$ cat src/hw/pcias_pkg.sv
/*
 * Constants shared by the PCI arbitration and system-error block: register
 * offsets, field positions, reset values and the hold handshake states.
 * Assumes a 32-bit APB register bus with byte addresses on paddr.
 */
// Function
// - system error output is driven only while the global enable bit is set
// - target abort on an own cycle gives exactly one clock of system error
// - address parity error needs parity response, global and path enables
// - sampled parity error signal raises system error when its path enabled
// - graphics-port system error input raises system error when enabled
// - on hold request, flush and disable posted writes before granting
// - hold acknowledge only once posted buffers are empty and disabled
// - three active-low requests in, three active-low grants out
// - data moves only while target-ready is asserted
// - stop from the target makes the master end the transaction
package pcias_pkg;
    localparam int unsigned ADDR_W = 8;
    localparam int unsigned NREQ   = 3;

    localparam logic [7:0] OFF_PCI_CMD  = 8'h04;
    localparam logic [7:0] OFF_ERR_CMD  = 8'h0C;
    localparam logic [7:0] OFF_INT_STAT = 8'h10;
    localparam logic [7:0] OFF_INT_MASK = 8'h14;
    localparam logic [7:0] OFF_STATUS   = 8'h18;
    localparam logic [7:0] OFF_PAR_SERR = 8'h90;

    // pci_command_reg fields
    localparam int unsigned BIT_PAR_RESP = 6;
    localparam int unsigned BIT_SERR_EN  = 8;
    // error_command_reg fields
    localparam int unsigned BIT_PERR_SERR = 3;
    localparam int unsigned BIT_GFX_SERR  = 5;
    // parity-to-system-error enable register field
    localparam int unsigned BIT_PAR_SERR = 0;

    // interrupt status / mask layout
    localparam int unsigned EVT_SERR     = 0;
    localparam int unsigned EVT_HOLD_ACK = 1;
    localparam int unsigned EVT_TABORT   = 2;
    localparam int unsigned NEVT         = 3;

    // status register layout
    localparam int unsigned ST_HOLD_LSB = 0;
    localparam int unsigned ST_EMPTY    = 2;
    localparam int unsigned ST_GNT_LSB  = 4;

    localparam logic [31:0] RST_PCI_CMD  = 32'h0000_0000;
    localparam logic [31:0] RST_ERR_CMD  = 32'h0000_0000;
    localparam logic [31:0] RST_PAR_SERR = 32'h0000_0000;
    localparam logic [2:0]  RST_INT_MASK = 3'h0;

    typedef enum logic [1:0] {
        HOLD_IDLE  = 2'b00,
        HOLD_FLUSH = 2'b01,
        HOLD_ACK   = 2'b11,
        HOLD_DONE  = 2'b10
    } pcias_hold_type;
endpackage

$ cat src/hw/pcias_arbiter.sv
/*
 * Round-robin arbiter for three PCI masters, one-hot grant from flops.
 * Assumes requests are already synchronised and active high.
 */
module pcias_arbiter (
    input  wire logic       pclk,
    input  wire logic       presetn,
    input  wire logic [2:0] req,
    input  wire logic       block,
    output logic      [2:0] gnt
);
    logic [1:0] last_r;
    logic [2:0] gnt_nxt;

    // first requester after the last owner, wrapping round
    function automatic logic [2:0] rr_pick(input logic [2:0] r,
                                           input logic [1:0] last);
        logic [2:0] g;
        logic [1:0] idx;
        g = 3'h0;
        for (int i = 2; i >= 0; i--) begin
            // modulo in int width, a 2-bit sum would wrap at four
            idx = 2'((int'(last) + i + 1) % 3);
            if (r[idx]) begin
                g = 3'h0;
                g[idx] = 1'b1;
            end
        end
        return g;
    endfunction

    always_comb begin
        gnt_nxt = 3'h0;
        if (block) begin
            gnt_nxt = 3'h0;
        end else if (gnt != 3'h0) begin
            // owner keeps it; otherwise an empty cycle before handing over
            gnt_nxt = gnt & req;
        end else begin
            gnt_nxt = rr_pick(req, last_r);
        end
    end

    always_ff @(posedge pclk or negedge presetn) begin
        if (!presetn) begin
            gnt <= 3'h0;
        end else begin
            gnt <= gnt_nxt;
        end
    end

    always_ff @(posedge pclk or negedge presetn) begin
        if (!presetn) begin
            last_r <= 2'd2;
        end else begin
            for (int i = 0; i < 3; i++) begin
                if (gnt_nxt[i]) begin
                    last_r <= 2'(i);
                end
            end
        end
    end
endmodule

$ cat src/hw/pcias_serr.sv
/*
 * System-error source combiner: enabled one-clock causes give one-clock
 * assertions of the system error pin. Assumes causes are one-cycle pulses.
 */
module pcias_serr (
    input  wire logic pclk,
    input  wire logic presetn,
    input  wire logic tabort_pulse,
    input  wire logic apar_pulse,
    input  wire logic perr_pulse,
    input  wire logic gfx_pulse,
    input  wire logic global_en,
    input  wire logic par_resp_en,
    input  wire logic par_serr_en,
    input  wire logic perr_serr_en,
    input  wire logic gfx_serr_en,
    output logic      serr_r
);
    logic serr_nxt;

    always_comb begin
        serr_nxt = tabort_pulse
                 | (apar_pulse & par_resp_en & par_serr_en)
                 | (perr_pulse & perr_serr_en)
                 | (gfx_pulse & gfx_serr_en);
        serr_nxt = serr_nxt & global_en;
    end

    always_ff @(posedge pclk or negedge presetn) begin
        if (!presetn) begin
            serr_r <= 1'b0;
        end else begin
            serr_r <= serr_nxt;
        end
    end
endmodule

$ cat src/hw/pcias_top.sv
/*
 * PCI arbitration, ISA hold handshake and system-error reporting with an
 * APB register file and a level interrupt. Assumes pclk is the PCI clock,
 * bus pins are asynchronous to logic and are synchronised here; own_cycle,
 * addr_par_err and post_buf_empty come from logic on pclk.
 */
// Local design decisions: the register offsets and the APB register port.
module pcias_top (
    input  wire logic        pclk,
    input  wire logic        presetn,
    input  wire logic [7:0]  paddr,
    input  wire logic        psel,
    input  wire logic        penable,
    input  wire logic        pwrite,
    input  wire logic [31:0] pwdata,
    output logic      [31:0] prdata,
    output logic             pready,
    output logic             pslverr,
    input  wire logic [2:0]  req_n,
    output logic      [2:0]  gnt_n,
    input  wire logic        isa_hold_req_n,
    output logic             isa_hold_ack_n,
    input  wire logic        gfx_sys_err_in_n,
    input  wire logic        perr_n,
    input  wire logic        devsel_n,
    input  wire logic        trdy_n,
    input  wire logic        stop_n,
    input  wire logic        frame_n,
    input  wire logic        irdy_n,
    input  wire logic        own_cycle,
    input  wire logic        addr_par_err,
    input  wire logic        post_buf_empty,
    output logic             post_flush,
    output logic             post_disable,
    output logic             serr_o,
    output logic             serr_oe,
    output logic             data_beat,
    output logic             master_stop,
    output logic             irq
);
    localparam int unsigned NSYNC = 9;

    logic [NSYNC-1:0] sync1_r;
    logic [NSYNC-1:0] sync2_r;
    logic [NSYNC-1:0] pins;
    logic [2:0]  req_s;
    logic        hold_req_s;
    logic        gfx_s;
    logic        perr_s;
    logic        devsel_s;
    logic        trdy_s;
    logic        stop_s;
    logic        frame_s;
    logic        irdy_s;

    logic [31:0] pci_cmd_r;
    logic [31:0] err_cmd_r;
    logic [31:0] par_serr_r;
    logic [2:0]  int_stat_r;
    logic [2:0]  int_mask_r;

    pcias_pkg::pcias_hold_type hold_r;
    pcias_pkg::pcias_hold_type hold_nxt;

    logic [2:0]  gnt;
    logic        block;
    logic        bus_idle;
    logic        tabort_lvl;
    logic        tabort_prev_r;
    logic        perr_prev_r;
    logic        gfx_prev_r;
    logic        tabort_pulse;
    logic        perr_pulse;
    logic        gfx_pulse;
    logic        serr_r;
    logic        data_beat_r;
    logic        master_stop_r;
    logic [2:0]  evt;
    logic        acc;
    logic        wr;
    logic        mapped;
    logic [31:0] rdata;

    // pins are active low; invert once and synchronise as high-true levels
    assign pins = {~req_n, ~isa_hold_req_n, ~gfx_sys_err_in_n, ~perr_n,
                   ~devsel_n, ~trdy_n, ~stop_n};

    always_ff @(posedge pclk or negedge presetn) begin
        if (!presetn) begin
            sync1_r <= '0;
            sync2_r <= '0;
        end else begin
            sync1_r <= pins;
            sync2_r <= sync1_r;
        end
    end

    assign {req_s, hold_req_s, gfx_s, perr_s, devsel_s, trdy_s, stop_s} =
        sync2_r;

    // frame and irdy kept as separate high-true idle levels
    logic [1:0] idle1_r;
    logic [1:0] idle2_r;

    always_ff @(posedge pclk or negedge presetn) begin
        if (!presetn) begin
            idle1_r <= 2'b11;
            idle2_r <= 2'b11;
        end else begin
            idle1_r <= {frame_n, irdy_n};
            idle2_r <= idle1_r;
        end
    end

    assign frame_s  = ~idle2_r[1];
    assign irdy_s   = ~idle2_r[0];
    assign bus_idle = ~frame_s & ~irdy_s;

    // hold handshake with the ISA bridge
    always_comb begin
        hold_nxt = hold_r;
        unique case (hold_r)
            pcias_pkg::HOLD_IDLE: begin
                if (hold_req_s) begin
                    hold_nxt = pcias_pkg::HOLD_FLUSH;
                end
            end
            pcias_pkg::HOLD_FLUSH: begin
                // grants withdrawn and posted data drained before the ack
                if (post_buf_empty && gnt == 3'h0 && bus_idle) begin
                    hold_nxt = pcias_pkg::HOLD_ACK;
                end
            end
            pcias_pkg::HOLD_ACK: begin
                // bridge keeps request low until granted, then releases
                if (!hold_req_s) begin
                    hold_nxt = pcias_pkg::HOLD_DONE;
                end
            end
            pcias_pkg::HOLD_DONE: begin
                hold_nxt = pcias_pkg::HOLD_IDLE;
            end
        endcase
    end

    always_ff @(posedge pclk or negedge presetn) begin
        if (!presetn) begin
            hold_r <= pcias_pkg::HOLD_IDLE;
        end else begin
            hold_r <= hold_nxt;
        end
    end

    // posting stays off for the whole hold so nothing slips in after flush
    always_ff @(posedge pclk or negedge presetn) begin
        if (!presetn) begin
            post_flush     <= 1'b0;
            post_disable   <= 1'b0;
            isa_hold_ack_n <= 1'b1;
        end else begin
            post_flush     <= (hold_nxt == pcias_pkg::HOLD_FLUSH);
            post_disable   <= (hold_nxt == pcias_pkg::HOLD_FLUSH) ||
                              (hold_nxt == pcias_pkg::HOLD_ACK);
            isa_hold_ack_n <= ~(hold_nxt == pcias_pkg::HOLD_ACK);
        end
    end

    assign block = (hold_r != pcias_pkg::HOLD_IDLE);

    pcias_arbiter u_arb (
        .pclk    (pclk),
        .presetn (presetn),
        .req     (req_s),
        .block   (block),
        .gnt     (gnt)
    );

    assign gnt_n = ~gnt;

    // error causes other than addr_par_err, each turned into a one-clock pulse on its leading edge
    assign tabort_lvl = own_cycle & stop_s & ~devsel_s & ~trdy_s;

    always_ff @(posedge pclk or negedge presetn) begin
        if (!presetn) begin
            tabort_prev_r <= 1'b0;
            perr_prev_r   <= 1'b0;
            gfx_prev_r    <= 1'b0;
        end else begin
            tabort_prev_r <= tabort_lvl;
            perr_prev_r   <= perr_s;
            gfx_prev_r    <= gfx_s;
        end
    end

    assign tabort_pulse = tabort_lvl & ~tabort_prev_r;
    assign perr_pulse   = perr_s & ~perr_prev_r;
    assign gfx_pulse    = gfx_s & ~gfx_prev_r;

    pcias_serr u_serr (
        .pclk         (pclk),
        .presetn      (presetn),
        .tabort_pulse (tabort_pulse),
        .apar_pulse   (addr_par_err),
        .perr_pulse   (perr_pulse),
        .gfx_pulse    (gfx_pulse),
        .global_en    (pci_cmd_r[pcias_pkg::BIT_SERR_EN]),
        .par_resp_en  (pci_cmd_r[pcias_pkg::BIT_PAR_RESP]),
        .par_serr_en  (par_serr_r[pcias_pkg::BIT_PAR_SERR]),
        .perr_serr_en (err_cmd_r[pcias_pkg::BIT_PERR_SERR]),
        .gfx_serr_en  (err_cmd_r[pcias_pkg::BIT_GFX_SERR]),
        .serr_r       (serr_r)
    );

    // open-drain style: only ever pulls low
    assign serr_o  = 1'b0;
    assign serr_oe = serr_r;

    // own-cycle data tracking for the master side
    always_ff @(posedge pclk or negedge presetn) begin
        if (!presetn) begin
            data_beat_r   <= 1'b0;
            master_stop_r <= 1'b0;
        end else begin
            data_beat_r   <= own_cycle & trdy_s & irdy_s;
            master_stop_r <= own_cycle & stop_s;
        end
    end

    assign data_beat   = data_beat_r;
    assign master_stop = master_stop_r;

    // APB slave, zero wait states
    assign acc    = psel & penable;
    assign wr     = acc & pwrite;
    assign pready = 1'b1;

    always_comb begin
        mapped = 1'b1;
        rdata  = 32'h0000_0000;
        unique case (paddr)
            pcias_pkg::OFF_PCI_CMD:  rdata = pci_cmd_r;
            pcias_pkg::OFF_ERR_CMD:  rdata = err_cmd_r;
            pcias_pkg::OFF_PAR_SERR: rdata = par_serr_r;
            pcias_pkg::OFF_INT_STAT: rdata = {29'h0, int_stat_r};
            pcias_pkg::OFF_INT_MASK: rdata = {29'h0, int_mask_r};
            pcias_pkg::OFF_STATUS: begin
                rdata[pcias_pkg::ST_HOLD_LSB +: 2] = hold_r;
                rdata[pcias_pkg::ST_EMPTY]         = post_buf_empty;
                rdata[pcias_pkg::ST_GNT_LSB +: 3]  = gnt;
            end
            default: mapped = 1'b0;
        endcase
    end

    assign pslverr = acc & ~mapped;

    always_ff @(posedge pclk or negedge presetn) begin
        if (!presetn) begin
            prdata <= 32'h0000_0000;
        end else if (psel && !penable && !pwrite) begin
            prdata <= rdata;
        end
    end

    always_ff @(posedge pclk or negedge presetn) begin
        if (!presetn) begin
            pci_cmd_r  <= pcias_pkg::RST_PCI_CMD;
            err_cmd_r  <= pcias_pkg::RST_ERR_CMD;
            par_serr_r <= pcias_pkg::RST_PAR_SERR;
            int_mask_r <= pcias_pkg::RST_INT_MASK;
        end else if (wr) begin
            if (paddr == pcias_pkg::OFF_PCI_CMD) begin
                pci_cmd_r <= pwdata;
            end
            if (paddr == pcias_pkg::OFF_ERR_CMD) begin
                err_cmd_r <= pwdata;
            end
            if (paddr == pcias_pkg::OFF_PAR_SERR) begin
                par_serr_r <= pwdata;
            end
            if (paddr == pcias_pkg::OFF_INT_MASK) begin
                int_mask_r <= pwdata[2:0];
            end
        end
    end

    // sticky events; a new event beats a write-one-to-clear in the same cycle
    assign evt[pcias_pkg::EVT_SERR]     = serr_r;
    assign evt[pcias_pkg::EVT_HOLD_ACK] =
        (hold_r == pcias_pkg::HOLD_FLUSH) && (hold_nxt == pcias_pkg::HOLD_ACK);
    assign evt[pcias_pkg::EVT_TABORT]   = tabort_pulse;

    always_ff @(posedge pclk or negedge presetn) begin
        if (!presetn) begin
            int_stat_r <= 3'h0;
        end else begin
            for (int i = 0; i < 3; i++) begin
                if (evt[i]) begin
                    int_stat_r[i] <= 1'b1;
                end else if (wr && paddr == pcias_pkg::OFF_INT_STAT &&
                             pwdata[i]) begin
                    int_stat_r[i] <= 1'b0;
                end
            end
        end
    end

    always_ff @(posedge pclk or negedge presetn) begin
        if (!presetn) begin
            irq <= 1'b0;
        end else begin
            irq <= |(int_stat_r & int_mask_r);
        end
    end
endmodule

$ cat config.mk
export PLATFORM = sky130hd
export DESIGN_NAME = pcias_top
export DESIGN_NICKNAME = d
export VERILOG_FILES = /design/src/hw/pcias_pkg.sv /design/src/hw/pcias_arbiter.sv /design/src/hw/pcias_serr.sv /design/src/hw/pcias_top.sv
export SDC_FILE = /design/constraint.sdc
export NUM_CORES = 1
export LEC_CHECK = 0
export BUFFER_PORTS_ARGS = -buffer_cell sky130_fd_sc_hd__buf_2
export CELL_PAD_IN_SITES_DETAIL_PLACEMENT = 1
export CELL_PAD_IN_SITES_GLOBAL_PLACEMENT = 1
export CORE_UTILIZATION = 37
export DETAILED_ROUTE_END_ITERATION = 12
export GPL_TIMING_DRIVEN = 0
export PLACE_DENSITY_LB_ADDON = 0.1
export RECOVER_POWER = 50
export SLEW_MARGIN = 5
export SYNTH_ARGS = -nofsm -noshare
export SYNTH_HDL_FRONTEND = slang
export SYNTH_SLANG_ARGS = --single-unit
export TNS_END_PERCENT = 5
$ cat constraint.sdc
create_clock -name pclk -period 4.8 [get_ports pclk]
set_input_delay 0.96 -clock pclk [delete_from_list [all_inputs] [get_ports pclk]]
set_output_delay 0.96 -clock pclk [all_outputs]
set_load 0.005 [all_outputs]
# --- Word-level counts from Yosys, hierarchy flattened ---
# Index checks and enable logic that the tools add are counted.
totals:
  word_cells: 151
  ff_bits: 173
  input_bits: 59
op_classes:
  n_lt_le_gt_ge: 6
  n_addsub: 4
  n_eq_ne: 11
  bitwise_logic: 38
  reduce_logical: 29
  div: 3
  n_mux: 35
op_table:
  columns: ["cell", "count"]
  rows:
  - ["$mod A32 B3 Y32 const B", 3]
  - ["$pmux W25 S3", 1]
  - ["$add A32 B2 Y32 const B", 2]
  - ["$eq A8 B5 Y1 const B", 3]
  - ["$pmux W3 S6", 1]
  - ["$and A1 B1 Y1", 17]
  - ["$mux W3", 5]
  - ["$not A1 Y1", 14]
  - ["$mux W1", 13]
  - ["$logic_and A1 B1 Y1", 12]
  - ["$mux W2", 6]
  - ["$pmux W3 S4", 1]
  - ["$lt A2 B3 Y1 const B", 3]
  - ["$eq A8 B3 Y1 const B", 1]
  - ["$eq A8 B4 Y1 const B", 1]
  - ["$eq A8 B8 Y1 const B", 1]
  - ["$pmux W2 S4", 1]
  - ["$reduce_and A2 Y1", 4]
  - ["$reduce_bool A2 Y1", 4]
  - ["$and A3 B3 Y3", 2]
  - ["$bmux W1 S2", 3]
  - ["$demux W1 S2", 3]
  - ["$eq A2 B2 Y1 const B", 3]
  - ["$ge A2 B1 Y1 const B", 3]
  - ["other kinds (13)", 19]

# --- Longest topological paths before layout ---
# Gate-level depths: netlist of run 1.
depth:
  word_depth: 15
  depth_mapped: 9

# --- Modules after synthesis ---
# From an unflattened synthesis of run 1, not the netlist that was laid out.
unflattened:
  cells_unflattened: 563
  area_unflattened_um2: 7648.6
modules_own_cells:
  columns: ["mod", "area_per_inst_um2", "cells_each", "instances"]
  rows:
  - ["pcias_top", 7065.5, 498, 1]
  - ["pcias_arbiter", 536.8, 61, 1]
  - ["pcias_serr", 46.3, 4, 1]

# --- Least setup slack after synthesis of run 1 ---
# Ideal clock, no wire load.
synth_path:
  kind: "input port to output port"
  from: "input port paddr[1]"
  to: "output port pslverr"
  path_slack_ps: 1659
  n_path_buf: 2
  required_ps: 3840
  t_arrival_ps: 2181
  stages: 4
  path_cell_list: "or4_1 buf_2 buf_1 o311a_1"
synth_between:
  elab_chain_cells: 5
  elab_cells_between_ends: 10
  classes_between: "6 x eq/ne; 1 x mux; 2 x bitwise; 1 x reduce/logical"
synth_lines:
  columns: ["element", "line", "source"]
  rows:
  - ["start: declaration", "pcias_top.sv:11", "input wire logic [7:0] paddr,"]
  - ["$eq A8 B3 Y1, or another cell as far along", "pcias_top.sv:240", "unique case (paddr)"]
  - ["$reduce_or A6 Y1 (no source line) *", null, null]
  - ["$mux W1 *", "pcias_top.sv:240", null]
  - ["$not A1 Y1 *", "pcias_top.sv:255", "assign pslverr = acc & ~mapped;"]
  - ["$and A1 B1 Y1 *", "pcias_top.sv:255", null]
  - ["end: declaration", "pcias_top.sv:18", "output logic pslverr,"]
# Mark *: on every way between the ends. The rest lies on a longest branch, timed or not.

==> flow_metrics.tcl, run 1 <==
set metrics [dict create \
    rsz0062_at_grt "false" \
    synthTopCellsByArea "dfrtp_1, mux2_4, mux2_2, mux2_1, a22o_1" \
    vdd_drop_max_uv 200 \
    r2r-start "u_arb.last_r[0]" \
    cp_num_buf_inv 1 \
    crit_path_cell_trace "dlymetal6s4s_1" \
    rows 51 \
    critical_path.max_stage_delay_ns 2.38 \
    drtPass1Iterations 4 \
    arrival_ns 3.42 \
    gr-total-overflow 0 \
    syn2layout_area_growth_pct 19.3 \
    numPortBuffers 100 \
    finClkSkew_ns 0.00797 \
    p_per_area_nw_per_um2 373 \
    grt_max_degree 102 \
    grt_antenna_before_repair 1 \
    yosysTopAreaCellShare 0.558 \
    h-tree-depth 4 \
    tns_ns 0 \
    slowest_stage "dlymetal6s4s_1" \
    fmax_mhz 276 \
    timing.rr.end "u_arb.last_r[1]" \
    grt_pass1_wl_mm 30.1 \
    cts_tree "done" \
    tightest_slew_ns 3.28 \
    die_w_um 144 \
    whs_path_depth 0 \
    grt_pass1_vias 5360 \
    clock_latency_ns 0.43 \
    relSlewSlack -1.19 \
    hold_path_startpoint "sync1_r[3]" \
    numCtsBuffers 17 \
    vias 4882 \
    cts_resized 0 \
    path_clk_slew_ns 0.07 \
    drtIter0Drc 204 \
    yosysWarnings 0 \
    ios 104 \
    critPathMaxFanout 73 \
    cts-root-buf "clkbuf_16" \
    via_per_inst 5.20 \
    fillers 2071 \
    power_w 0.00334 \
    clockBufferDepth 2 \
    holdBufCountCts 0 \
    r2r_setup_slack_ns 2.43 \
    clock-sinks 173 \
    setup_slack_ns 1.18 \
    chipHeight_um 144 \
    ys.flop_type "dfrtp_1" \
    dpl_worst_slack_ns 1.14 \
    fin_crit_ns 3.62 \
    grt_util_all_layers 0.196 \
    antenna_left 0 \
    start_util 0.381 \
    critical-path-top-delay-family "buffers and inverters" \
    crit_cells 1 \
    cp-start-kind "input pin" \
    leakage_nw 4.30 \
    wl_per_cell_um 20.1 \
    min_to "sync2_r[3]" \
    wl_mm 18.9 \
    finalHoldViolCount 0 \
    drc 0 \
    critPathKind "input pin to asynchronous set/reset pin" \
    final_nets 722 \
    synthesis.nets 602 \
    synth-seq-cells 173 \
    ys_seq_area_frac 0.579 \
    worst_hold_path_type "register to register" \
    syn_inst 539 \
    yosysUniqueCellTypes 61 \
    violations "capacitance limit, slew limit" \
    layout-drive-gt1-share 0.350 \
    status "complete, but fails checks" \
    core_um2 19700 \
    cp.required_ns 4.60 \
    setup_viol 0 \
    ff2ff_path_depth 7 \
    post_cts_buffers 0 \
    dpl.hpwl_mm 12.9 \
    slew_viol_final 73 \
    max_cap_viol_count 1 \
    synth_top_area_cell "dfrtp_1" \
    gp_congestion 0.749 \
    finalCritPeriodShare 0.755 \
    die_area_um2 20800 \
    cp-end-kind "asynchronous set/reset pin" \
    synth_area_um2 7490 \
    async_reset_ff_frac 1.00 \
    synth_edf_count 0 \
    syn_area_per_cell_um2 13.9 \
]
==> kinds of logic after synthesis <==
group / share of synthesized area
fa+ha+maj: 0.00935
other cells: 0.00100
simple gates: 0.0492
flops: 0.579
compound gates: 0.140
mux: 0.179
buf+inv: 0.0429
==> how the worst max path moves through the flow <==
stage	start	to	slack, ns
2_1_floorplan	paddr[1]	pslverr	1.66
3_3_place_gp	presetn	sync1_r[3]	0.13
3_5_place_dp	paddr[1]	pslverr	1.14
4_1_cts	paddr[1]	pslverr	1.14
5_1_grt	presetn	err_cmd_r[8]	0.54
6_report	presetn	err_cmd_r[8]	1.18
==> cells in the mapped netlist, types with 5 or more instances <==
cell / n
a21oi_1: 5
a22o_1: 29
a22oi_1: 29
buf_2: 8
buf_6: 7
clkbuf_1: 11
dfrtp_1: 167
dfstp_2: 6
inv_1: 19
mux2_1: 32
mux2_2: 38
mux2_4: 30
mux2i_1: 10
nand2_1: 18
nand3b_1: 6
nor2b_1: 11
nor3_1: 6
o21ai_0: 11
o2bb2ai_1: 26
==> per-layer routing <==
metal	wire, um	vias up	global-route usage
met4	199	0	0.0510
li1	-	2240	-
met2	9290	100	0.319
met3	653	17	0.0477
met1	8750	2525	0.261
met5	0	-	0
==> where the power goes <==
group / internal (W) / switching [W] / total, W
logic: 0.000166 / 0.000236 / 0.000402
registers: 0.00152 / 0.0000525 / 0.00158
clock network: 0.000759 / 0.000598 / 0.00136
==> cell usage in the layout (no fill, tap or decap), types with 12 or more instances in the layout <==
cell         n
dfrtp_1    167
buf_2      106
mux2_2      38
mux2_1      32
mux2_4      30
a22oi_1     29
a22o_1      29
o2bb2ai_1   26
inv_1       19
nand2_1     18
clkbuf_16   17
clkbuf_1    12
==> per-stage QoR <==
stage	cell area, um^2	util	cells	hold slack, ns
6_report	8940	0.455	938	0.350
5_1_grt	8940	0.455	938	0.357
4_1_cts	8940	0.455	937	0.353
3_5_place_dp	8360	0.426	905	0.338
3_3_place_gp	8330	0.424	904	0.333
2_1_floorplan	7490	-	539	0.331
==> state kept, by name (all words and copies together), names as in the netlist, 2 cells and up <==
signal,cells
err_cmd_r,32
par_serr_r,32
pci_cmd_r,32
prdata,32
sync1_r,9
sync2_r,9
int_mask_r,3
int_stat_r,3
u_arb.gnt,3
hold_r,2
idle1_r,2
idle2_r,2
u_arb.last_r,2
==> final cells by class <==
cell class	count	area, um^2	share of cell area
diodes	1	2.50	0.000280
plain buffers	35	250	0.0280
clock buffers	20	467	0.0522
clock inverters	12	110	0.0123
inverters	19	71.3	0.00798
multi-input cells	312	2840	0.317
flip-flops and latches	173	4340	0.485
well taps	265	332	0.0371
repair buffers	101	534	0.0598
Power figures use the tool's default switching activity.
==> run 2, diff against run 1 <==
Settings changed: ABC_AREA set to 1.
Clock period 4.8 ns to 3.7 ns, I/O delays scaled along.
==> run 2 against run 1 <==
Effect of this change: the flow still finishes with violations (capacitance limit, slew limit); core utilization rose by 0.66 points; register-to-register slack got worse by 0.66 ns; clock-buffer cell count did not move; die area fell by 2.9%; critical path depth rose by 7; synthesized cell count rose by 59%.
==> flow_metrics.tcl, run 2 <==
set metrics [dict create \
    syn_inst 855 \
    syn_area_per_cell_um2 8.51 \
    grt_pass1_wl_mm 32.0 \
    tightest_slew_ns 1.86 \
    via_per_inst 4.69 \
    dpl.hpwl_mm 13.3 \
    drtPass1Iterations 4 \
    die_area_um2 20200 \
    synth-seq-cells 173 \
    cp.required_ns 2.96 \
    post_cts_buffers 0 \
    synth_area_um2 7270 \
    violations "capacitance limit, slew limit" \
    finalCritPeriodShare 0.731 \
    cts-root-buf "clkbuf_16" \
    critical_path.max_stage_delay_ns 0.34 \
    grt_util_all_layers 0.209 \
    wl_per_cell_um 15.6 \
    clockBufferDepth 2 \
    ys_seq_area_frac 0.596 \
    gp_congestion 0.801 \
    synthesis.nets 918 \
    critPathKind "input pin to output pin" \
    drc 0 \
    yosysMostFrequentCell "nand2_1" \
    chipHeight_um 142 \
    yosys-top-cells-count "nand2_1, dfrtp_1, inv_1" \
    finalHoldViolCount 0 \
    yosysWarnings 0 \
    yosysUniqueCellTypes 30 \
    ys.flop_type "dfrtp_1" \
    max_cap_viol_count 1 \
    cts_tree "done" \
    gr-total-overflow 0 \
    die_w_um 142 \
    final_nets 1039 \
    async_reset_ff_frac 1.00 \
    arrival_ns 1.96 \
    wl_mm 19.5 \
    cp-start-kind "input pin" \
    numCtsBuffers 17 \
    slew_viol_final 71 \
    rsz0062_at_grt "false" \
    vias 5864 \
    crit_path_cell_trace "buf_2 > inv_1 > nand3_1 > inv_1 > nand3_1 > nand3_1 > nor4_1 > buf_2" \
    setup_slack_ns 0.997 \
    worst_hold_path_type "register to register" \
    drtIter0Drc 287 \
    clock_latency_ns 0.43 \
    setup_viol 0 \
    synthTopCellsByArea "dfrtp_1, nand2_1, inv_1, o21ai_0, o21ai_1" \
    critPathMaxFanout 6 \
    finish.utilization 0.461 \
    fmax_mhz 370 \
    rows 50 \
    leakage_nw 4.64 \
    grt_max_degree 104 \
    synth_top_area_cell "dfrtp_1" \
    vdd_drop_max_uv 333 \
    status "complete, but fails checks" \
    syn2layout_area_growth_pct 20.2 \
    layout-drive-gt1-share 0.173 \
    p_per_area_nw_per_um2 522 \
    clock-sinks 173 \
    diodes 0 \
    relSlewSlack -0.243 \
    whs_path_depth 0 \
    numPortBuffers 101 \
    slowest_stage "nor4_1" \
    cts_resized 0 \
    path_common_cell "nand3_1" \
    grt_antenna_before_repair 0 \
    synth_edf_count 0 \
    h-tree-depth 4 \
    grt_pass1_vias 5998 \
    cp-end-kind "output pin" \
    holdBufCountCts 0 \
    fin_crit_ns 2.70 \
    final_cell_mix "nand2_1, dfrtp_1, buf_2, inv_1, o21ai_0" \
    ff2ff_path_depth 11 \
    finClkSkew_ns 0.00651 \
    yosysTopAreaCellShare 0.574 \
    mostFrequentLayoutCell "nand2_1" \
    dpl_worst_slack_ns 0.970 \
    path_clk_slew_ns 0.06 \
    core_um2 19000 \
    ios 104 \
    antenna_left 0 \
    start_util 0.384 \
]
run 2: changes by cell type in the layout (fill, tap and decap cells not counted), moves of 32 or more:
cell	before	now
nand2_1	18	339
o21ai_1	0	56
nand3_1	3	43
o21ai_0	11	62
inv_1	19	86
mux2_2	38	0
mux2_1	32	0
run 2: final timing paths:
check,endpoint,slack (ns),startpoint
worst min register to register,sync2_r[6],0.35,sync1_r[6]
worst max register to register,u_arb.last_r[0],1.77,u_arb.last_r[1]
worst min-delay path,sync2_r[6],0.35,sync1_r[6]
min in group asynchronous,prdata[10],0.80,presetn
max in group asynchronous,u_arb.last_r[1],1.63,presetn
worst max-delay path,pslverr,1.0,paddr[5]
run 2: cell type report:
cell class                      instances  area [um^2]
Fill cell                            2345        10200
Timing Repair Buffer                  102          532
Clock buffer                           20          457
Buffer                                 35          173
Inverter                               88          330
Tap cell                              260          325
Sequential cell                       173         4340
Multi-Input combinational cell        559         2430
Clock inverter                         12          159
run 2: critical path: cells and delay by family:
family / cells / cell delay [ns]
buf+inv: 4 / 0.44
simple gates: 4 / 0.78
run 2: where the power goes:
part / internal [W] / switching (W)
combinational: 0.000218 / 0.000425
sequential: 0.00199 / 0.0000584
clock: 0.00110 / 0.000775
run 2: per-stage QoR:
step                      instance area [um^2]  hold WS [ns]  setup TNS, ns  cells  power, W
after CTS                                 8760         0.285              0   1249   0.00461
final                                     8750         0.349              0   1249   0.00457
after global placement                    8110         0.332        -162.42   1216   0.00271
after global routing                      8750         0.356              0   1249   0.00479
after floorplan                           7270         0.331              0    855   0.00248
after detailed placement                  8140         0.336              0   1217   0.00272
run 2: cells by family after synthesis:
| logic type | Yosys count | share of synthesized area |
|---|---|---|
| buffers and inverters | 123 | 0.0691 |
| flip-flops | 173 | 0.596 |
| other | 2 | 0.00103 |
| AND/OR/NAND/NOR | 421 | 0.234 |
| AO/OA/AOI/OAI | 132 | 0.0927 |
| adder cells (fa/ha/maj) | 4 | 0.00688 |
run 2: routing by layer:
metal  routed length (um)  global-route usage
met1                 9560               0.287
met2                 9160               0.338
met3                  549              0.0347
met4                  223              0.0651
met5                    0                   0
